## src/common/power_mode_defs.svh

```systemverilog
`ifndef POWER_MODE_DEFS_SVH
`define POWER_MODE_DEFS_SVH

// Reset values
`define PPD_FLAG_RST   1'b0
`define PIN_HOLD_RST   1'b0

`endif

```

## src/common/power_mode_pkg.sv

```systemverilog
package power_mode_pkg;

  typedef enum logic [2:0] {
    MODE_RESET,
    MODE_RUN,
    MODE_BACKGROUND,
    MODE_WAIT,
    MODE_LIGHT_STOP,
    MODE_DEEP_STOP
  } op_mode_e;

  typedef enum logic [2:0] {
    CMD_MEMORY,
    CMD_MEMORY_STATUS,
    CMD_DEBUG_REG,
    CMD_HALT,
    CMD_CPU_REG,
    CMD_TRACE,
    CMD_RESUME
  } debug_cmd_e;

endpackage : power_mode_pkg

```

## src/core/power_mode_controller.sv

```systemverilog
// Contract
// RULE1: Leaving reset with mode pin high enters run mode at reset vector.
// RULE2: Pin low at reset, halt command, instruction or breakpoint enter background; code samples the pin only on power-on or debug forced reset.
// RULE3: In background mode the CPU is suspended, serving only debug commands.
// RULE4: Non-intrusive debug commands accepted in run and background mode.
// RULE5: CPU register, trace, resume commands only in background mode.
// RULE6: Wait gates CPU clock, clears interrupt mask; any interrupt ends wait.
// RULE7: In wait or stop only halt and status commands; status reports error.
// RULE8: Halt command during wait wakes into background mode.
// RULE9: Stop with stop enable clear causes illegal-opcode reset.
// RULE10: Stop selects light or deep stop from debug, low-voltage and powerdown bits.
// RULE11: Any stop halts bus, CPU and peripheral clocks, even with debug clocks.
// RULE12: Light stop preserves registers, RAM and pin states.
// RULE13: Light stop ends on reset pin or listed interrupt sources.
// RULE14: Software keeps low-voltage detector enabled when analog blocks need stop operation.
// RULE15: Debug enabled at stop keeps debug clock and regulator in full regulation.
// RULE16: Debug enabled, halt command in stop wakes into background; all commands then.
// RULE17: Deep stop latches pin controls and powers down all but RAM.
// RULE18: Deep stop ends only on reset pin or enabled counter wake; acts as power-on.
// RULE19: Deep stop wake sets powerdown flag; flag and latches hold until ack written.
// RULE20: Ack opens pin latches so pins follow current port or peripheral control.
// RULE21: Light stop keeps reference clocks only when enable and stop-enable both set.
// RULE22: Stop option bits sampled at stop instruction, held until wake or reset.
`include "power_mode_defs.svh"
`timescale 1ns/1ps
`default_nettype none

module power_mode_controller (
  // Clock and reset
  input  wire logic                      clk,
  input  wire logic                      rst_n,
  // Pins
  input  wire logic                      modeSelectPin,
  input  wire logic                      resetPinLow,
  // Reset cause
  input  wire logic                      powerOnReset,
  input  wire logic                      debugForceReset,
  // CPU instruction events
  input  wire logic                      waitInstr,
  input  wire logic                      stopInstr,
  input  wire logic                      backgroundInstr,
  input  wire logic                      debugCtrlBreak,
  input  wire logic                      debugModuleBreak,
  // Option bits
  input  wire logic                      stopEnableBit,
  input  wire logic                      debugModeEnable,
  input  wire logic                      lowVoltageEnable,
  input  wire logic                      lowVoltageStopEnable,
  input  wire logic                      partialPowerdownControl,
  input  wire logic                      internalRefClockEnable,
  input  wire logic                      internalRefStopEnable,
  input  wire logic                      externalRefClockEnable,
  input  wire logic                      externalRefStopEnable,
  // Wake sources
  input  wire logic                      irqAny,
  input  wire logic                      lightStopWakeIrq,
  input  wire logic                      rtcWake,
  input  wire logic                      rtcWakeEnable,
  input  wire logic                      partialPowerdownAck,
  // Debug command
  input  wire logic                      debugCmdValid,
  input  wire power_mode_pkg::debug_cmd_e debugCmd,
  // Debug answers
  output logic                           debugCmdAccept,
  output logic                           debugCmdStatusErr,
  // Mode and clocks
  output power_mode_pkg::op_mode_e       opMode,
  output logic                           cpuClkEn,
  output logic                           busClkEn,
  output logic                           periphClkEn,
  output logic                           debugClkEn,
  output logic                           regulatorFull,
  output logic                           internalRefRun,
  output logic                           externalRefRun,
  output logic                           coreDomainPowerOn,
  // CPU control
  output logic                           cpuSuspended,
  output logic                           clearIrqMask,
  output logic                           startStacking,
  output logic                           fetchResetVector,
  output logic                           illegalOpReset,
  output logic                           deepStopPorReset,
  // Pin latch
  output logic                           pinLatchHold,
  output logic                           partialPowerdownFlag
);
  import power_mode_pkg::*;

  // ----------------------------------------------------------------
  // State
  // ----------------------------------------------------------------
  typedef struct packed {
    logic     modeSync1;
    logic     modeSync2;
    logic     rstSync1;
    logic     rstSync2;
    op_mode_e mode;
    logic     keepDebug;
    logic     keepRegulator;
    logic     keepIntRef;
    logic     keepExtRef;
    logic     ppdFlag;
    logic     pinHold;
    logic     vectorFetch;
    logic     illegalReset;
    logic     porReset;
    logic     stacking;
    logic     maskClear;
    logic     cmdAccept;
    logic     cmdStatusErr;
  } state_s;

  state_s stateReg;
  state_s stateNext;

  function automatic logic cmdAllowed(input op_mode_e m, input debug_cmd_e c);
    logic nonIntrusive;
    nonIntrusive = (c == CMD_MEMORY) || (c == CMD_MEMORY_STATUS) ||
                   (c == CMD_DEBUG_REG) || (c == CMD_HALT);
    case (m)
      MODE_RUN:        cmdAllowed = nonIntrusive; // RULE4 RULE5
      MODE_BACKGROUND: cmdAllowed = 1'b1; // RULE4 RULE5 RULE16
      MODE_WAIT,
      MODE_LIGHT_STOP: cmdAllowed = (c == CMD_HALT) || (c == CMD_MEMORY_STATUS); // RULE7
      default:         cmdAllowed = 1'b0;
    endcase
  endfunction : cmdAllowed

  // ----------------------------------------------------------------
  // Next state
  // ----------------------------------------------------------------
  always_comb begin
    logic halt;
    logic enterBg;
    halt = 1'b0;
    enterBg = 1'b0;
    stateNext = stateReg;
    stateNext.modeSync1 = modeSelectPin;
    stateNext.modeSync2 = stateReg.modeSync1;
    stateNext.rstSync1 = resetPinLow;
    stateNext.rstSync2 = stateReg.rstSync1;
    stateNext.vectorFetch = 1'b0;
    stateNext.illegalReset = 1'b0;
    stateNext.porReset = 1'b0;
    stateNext.stacking = 1'b0;
    stateNext.maskClear = 1'b0;
    stateNext.cmdAccept = debugCmdValid && cmdAllowed(stateReg.mode, debugCmd);
    stateNext.cmdStatusErr = debugCmdValid && (debugCmd == CMD_MEMORY_STATUS) &&
                             ((stateReg.mode == MODE_WAIT) ||
                              (stateReg.mode == MODE_LIGHT_STOP)); // RULE7
    halt = debugCmdValid && (debugCmd == CMD_HALT) && cmdAllowed(stateReg.mode, debugCmd);
    // Ack ignored in deep stop so the pin latches cannot open there
    if (stateReg.ppdFlag && partialPowerdownAck && (stateReg.mode != MODE_DEEP_STOP)) begin
      stateNext.ppdFlag = 1'b0; // RULE19
      stateNext.pinHold = 1'b0; // RULE20
    end
    case (stateReg.mode)
      MODE_RESET: begin
        if (powerOnReset || debugForceReset) begin
          stateNext.mode = stateReg.modeSync2 ? MODE_RUN : MODE_BACKGROUND; // RULE1 RULE2
        end else begin
          stateNext.mode = MODE_RUN; // RULE1
        end
        stateNext.vectorFetch = 1'b1; // RULE1
      end
      MODE_RUN: begin
        enterBg = halt || backgroundInstr || debugCtrlBreak || debugModuleBreak; // RULE2
        if (enterBg) begin
          stateNext.mode = MODE_BACKGROUND; // RULE2
        end else if (waitInstr) begin
          stateNext.mode = MODE_WAIT; // RULE6
          stateNext.maskClear = 1'b1; // RULE6
        end else if (stopInstr && !stopEnableBit) begin
          stateNext.mode = MODE_RESET; // RULE9
          stateNext.illegalReset = 1'b1; // RULE9
        end else if (stopInstr) begin
          stateNext.keepDebug = debugModeEnable; // RULE22 RULE15
          stateNext.keepRegulator = debugModeEnable ||
                                    (lowVoltageEnable && lowVoltageStopEnable); // RULE15
          stateNext.keepIntRef = internalRefClockEnable && internalRefStopEnable; // RULE21
          stateNext.keepExtRef = externalRefClockEnable && externalRefStopEnable; // RULE21
          if (debugModeEnable || (lowVoltageEnable && lowVoltageStopEnable) ||
              !partialPowerdownControl) begin
            stateNext.mode = MODE_LIGHT_STOP; // RULE10
          end else begin
            stateNext.mode = MODE_DEEP_STOP; // RULE10
            stateNext.pinHold = 1'b1; // RULE17
          end
        end
      end
      MODE_BACKGROUND: begin
        if (debugCmdValid && (debugCmd == CMD_RESUME)) begin
          stateNext.mode = MODE_RUN; // RULE5
        end
      end
      MODE_WAIT: begin
        if (halt) begin
          stateNext.mode = MODE_BACKGROUND; // RULE8
        end else if (irqAny) begin
          stateNext.mode = MODE_RUN; // RULE6
          stateNext.stacking = 1'b1; // RULE6
        end
      end
      MODE_LIGHT_STOP: begin
        if (halt && stateReg.keepDebug) begin
          stateNext.mode = MODE_BACKGROUND; // RULE16
        end else if (lightStopWakeIrq) begin
          stateNext.mode = MODE_RUN; // RULE13
          stateNext.stacking = 1'b1; // RULE13
        end
      end
      MODE_DEEP_STOP: begin
        if (rtcWake && rtcWakeEnable) begin
          stateNext.mode = MODE_RESET; // RULE18
          stateNext.porReset = 1'b1; // RULE18
          stateNext.ppdFlag = 1'b1; // RULE19
        end
      end
      default: stateNext.mode = MODE_RESET;
    endcase
    if (stateReg.rstSync2) begin
      stateNext.mode = MODE_RESET; // RULE13 RULE18
      stateNext.vectorFetch = 1'b0; // RULE1
      if (stateReg.mode == MODE_DEEP_STOP) begin
        stateNext.porReset = 1'b1; // RULE18
        stateNext.ppdFlag = 1'b1; // RULE19
      end
    end
  end

  always_ff @(posedge clk or negedge rst_n) begin
    if (!rst_n) begin
      stateReg <= '{modeSync1: 1'b1, modeSync2: 1'b1, rstSync1: 1'b0, rstSync2: 1'b0,
                    mode: MODE_RESET, ppdFlag: `PPD_FLAG_RST, pinHold: `PIN_HOLD_RST,
                    default: 1'b0};
    end else begin
      stateReg <= stateNext;
    end
  end

  // ----------------------------------------------------------------
  // Outputs
  // ----------------------------------------------------------------
  logic inStop;
  assign inStop = (stateReg.mode == MODE_LIGHT_STOP) || (stateReg.mode == MODE_DEEP_STOP);

  assign opMode            = stateReg.mode;
  assign cpuClkEn          = (stateReg.mode == MODE_RUN) || (stateReg.mode == MODE_BACKGROUND); // RULE6 RULE11
  assign busClkEn          = !inStop; // RULE11
  assign periphClkEn       = !inStop; // RULE11 RULE12
  assign debugClkEn        = !inStop || stateReg.keepDebug; // RULE15
  assign regulatorFull     = !inStop || (stateReg.mode == MODE_LIGHT_STOP && stateReg.keepRegulator);
  assign internalRefRun    = !inStop || (stateReg.mode == MODE_LIGHT_STOP && stateReg.keepIntRef);
  assign externalRefRun    = !inStop || (stateReg.mode == MODE_LIGHT_STOP && stateReg.keepExtRef);
  assign coreDomainPowerOn = stateReg.mode != MODE_DEEP_STOP; // RULE17
  assign cpuSuspended      = stateReg.mode != MODE_RUN; // RULE3
  assign clearIrqMask      = stateReg.maskClear;
  assign startStacking     = stateReg.stacking;
  assign fetchResetVector  = stateReg.vectorFetch;
  assign illegalOpReset    = stateReg.illegalReset;
  assign deepStopPorReset  = stateReg.porReset;
  assign pinLatchHold      = stateReg.pinHold;
  assign partialPowerdownFlag = stateReg.ppdFlag;
  assign debugCmdAccept    = stateReg.cmdAccept;
  assign debugCmdStatusErr = stateReg.cmdStatusErr;
endmodule : power_mode_controller

`default_nettype wire

```

## config.mk

```make
export PLATFORM = sky130hd
export DESIGN_NAME = power_mode_controller
export DESIGN_NICKNAME = d
export VERILOG_FILES = /design/src/common/power_mode_pkg.sv /design/src/core/power_mode_controller.sv
export VERILOG_INCLUDE_DIRS = /design/src /design/src/common
export SDC_FILE = /design/constraint.sdc
export NUM_CORES = 1
export LEC_CHECK = 0
export BUFFER_PORTS_ARGS = -buffer_cell sky130_fd_sc_hd__buf_2
export CORE_MARGIN = 2
export CORE_UTILIZATION = 49
export CTS_CLUSTER_SIZE = 20
export DETAILED_ROUTE_END_ITERATION = 7
export PLACE_DENSITY = 0.93
export SYNTH_ARGS = -nofsm -noshare
export SYNTH_HDL_FRONTEND = slang
export SYNTH_SLANG_ARGS = --single-unit
export TNS_END_PERCENT = 30
```

## constraint.sdc

```tcl
create_clock -name clk -period 4.5 [get_ports clk]
set_input_delay 0.45 -clock clk [delete_from_list [all_inputs] [get_ports clk]]
set_output_delay 0.45 -clock clk [all_outputs]
set_load 0.01 [all_outputs]
```

==> results.json <==
{
  "status": "complete, no violations",
  "worst_pin_slew_ps": 552,
  "initial_core_util_pct": 50.6,
  "ant_nets": 0,
  "fin_crit_sh_pct": 47.2,
  "grt_max_degree": 21,
  "die_width_um": 51.4,
  "routed_wl_um": 2450,
  "ys_seq_area_share_pct": 45.8,
  "grt.total_usage_pct": 21.3,
  "maxCapViolCount": 0,
  "dp.cells": 177,
  "route.layer.met1.wl_um": 1010,
  "met2WireLength_um": 1150,
  "firstDrtPassIters": 4,
  "detail_route.wl_per_cell_um": 13.6,
  "leakage_nw": 0.686,
  "clock_skew_ps": 10.2,
  "slew_headroom_pct": 63.2,
  "numPortBuffers": 49,
  "syn_avg_cell_area_um2": 10.2,
  "grt_pass1_vias": 977,
  "synthTopCellsByCount": "dfrtp_1 (18), nand2_1 (14), nor2_1 (8)",
  "synth_edf_count": 0,
  "fillers": 198,
  "ioPinCount": 50,
  "die_area_mm2": 0.00264,
  "syn_inst": 108,
  "synth_top_area_share_pct": 41.0,
  "route.detailed.drc": 0,
  "routed.top_layer": "met4",
  "syn_area_mm2": 0.00110,
  "htreeDepth": 1,
  "max_freq_mhz": 471,
  "finalSetupViolCount": 0,
  "final_max_slew_viol_count": 0,
  "antenna_cells": 0,
  "synth_cell_types": 45,
  "tritoncts": "yes",
  "place_congestion": 0.884,
  "die_y_um": 51.4,
  "instances_no_fill": 181,
  "hp-class": "input pin to asynchronous set/reset pin",
  "finalCriticalPeriod_ps": 2120,
  "setup_tns_ps": 0,
  "critPathMaxFanout": 15,
  "synthTopCellsByArea": "dfrtp_1 (41%), dfstp_2 (4.8%), nand2_1 (4.8%)",
  "ys_async_sr_fraction_pct": 100,
  "seq_area_um2": 503,
  "rows": 17,
  "crit_type": "flip-flop to primary output",
  "crit_arrival_ps": 1670,
  "rsz0062_at_grt": "no",
  "drive_above_1_share_pct": 43.1,
  "clkSinkCount": 20,
  "synth_top_cell_by_area": "dfrtp_1",
  "cts.path.max_buffers": 2,
  "insertion_delay_ps": 310,
  "met3WireLength_um": 202,
  "cts_resized": 0,
  "dp_hpwl_um": 1890,
  "multi_input_area_um2": 527,
  "utilization_pct": 61.9,
  "postCtsHoldBufs": 0,
  "ys.warnings.count": 0,
  "cts_buffers": 3,
  "synth.net_count": 137,
  "irDropWorstVdd_uv": 178,
  "yosysMostFrequentCell": "dfrtp_1",
  "power.density_mw_per_mm2": 292,
  "nets": 183,
  "post_cts_buffers": 0,
  "clockRootBuffer": "clkbuf_4",
  "hold_viol": 0,
  "finalWorstSetupSlack_ps": 2380,
  "area_delta_synth_final_pct": 22.3,
  "cts.clk_slew.worst_paths_ps": 110,
  "ys_ff_latch": 20,
  "crit_required_ps": 4050,
  "cp-end-kind": "primary output",
  "drt_iter0_drc": 19,
  "vias": 977,
  "vias_per_cell": 5.40,
  "grt_first_pass_wirelength_um": 4120,
  "ys.flop_type": "dfrtp_1",
  "dp_slack_ps": 2500,
  "worstSetupStartpointType": "flip-flop",
  "fp.coreArea_mm2": 0.00217,
  "grt_antenna_before_repair": 0,
  "grt_overflow": 0
}
==> stage by stage <==
step                hold WS [ps]  instance area [µm²]  power (mW)
floorplan                    154                 1100       0.273
global placement             332                 1320       0.302
detailed placement           336                 1320       0.307
CTS                         77.2                 1340       0.396
global route                83.9                 1340       0.419
finish                      64.9                 1340       0.393
==> state kept, by name, indices dropped and copies added (netlist names) <==
name and flops:
deepStopPorReset 1, illegalOpReset 1, debugCmdAccept 1, pinLatchHold 1
debugCmdStatusErr 1, startStacking 1, fetchResetVector 1, opMode 3
stateReg 6, stateNext 2, clearIrqMask 1, partialPowerdownFlag 1
==> routing by layer <==
metal | vias to the layer above | global-route usage (%)
met5 | - | 0
met4 | 0 | 14.9
met3 | 9 | 3.51
met2 | 47 | 31.8
met1 | 447 | 27.9
li1 | 474 | -
==> cell usage in the layout (no fill, tap or decap), types with 3 or more instances in the layout <==
| cell | count |
|---|---|
| a21o_1 | 4 |
| a21oi_1 | 6 |
| buf_2 | 49 |
| clkbuf_4 | 3 |
| dfrtp_1 | 18 |
| nand2_1 | 14 |
| nor2_1 | 8 |
| o21ai_0 | 5 |
==> layout make-up <==
type / count / share of cell area [%]
multi-input cells: 78 / 39.2
flip-flops and latches: 20 / 37.4
clock buffers: 4 / 1.96
repair buffers: 49 / 18.2
well taps: 28 / 2.61
inverters: 2 / 0.559
==> path summary, 6_finish.rpt <==
kind | endpoint | startpoint | slack (ps) | cells after the start
worst max-delay path | internalRefRun | opMode[1] | 2380 | 4
worst min-delay path | stateReg[12] | rst_n | 60 | 1
worst max register to register | opMode[0] | opMode[2] | 2490 | 5
worst min register to register | stateReg[16] | stateNext[16] | 360 | 0
max in group asynchronous | stateReg[18] | rst_n | 4090 | 1
min in group clk | stateNext[18] | modeSelectPin | 240 | 1
==> power by group <==
part	switching, mW	internal [mW]
clock	0.0547	0.0346
combinational	0.0496	0.0435
sequential	0.0181	0.192
==> worst max-delay path, cell delays in order (launching register included) <==
cell and delay (ps):
dfrtp_1 590, nor2b_1 320, inv_1 150, a21o_1 170
buf_2 130
==> kinds of logic after synthesis <==
kind of cell | synth area share (%)
compound gates | 21.3
xor+xnor | 0.797
buf+inv | 6.26
flops | 45.8
mux | 1.94
simple gates | 23.9
No activity file was read; power rests on OpenSTA's default activity.
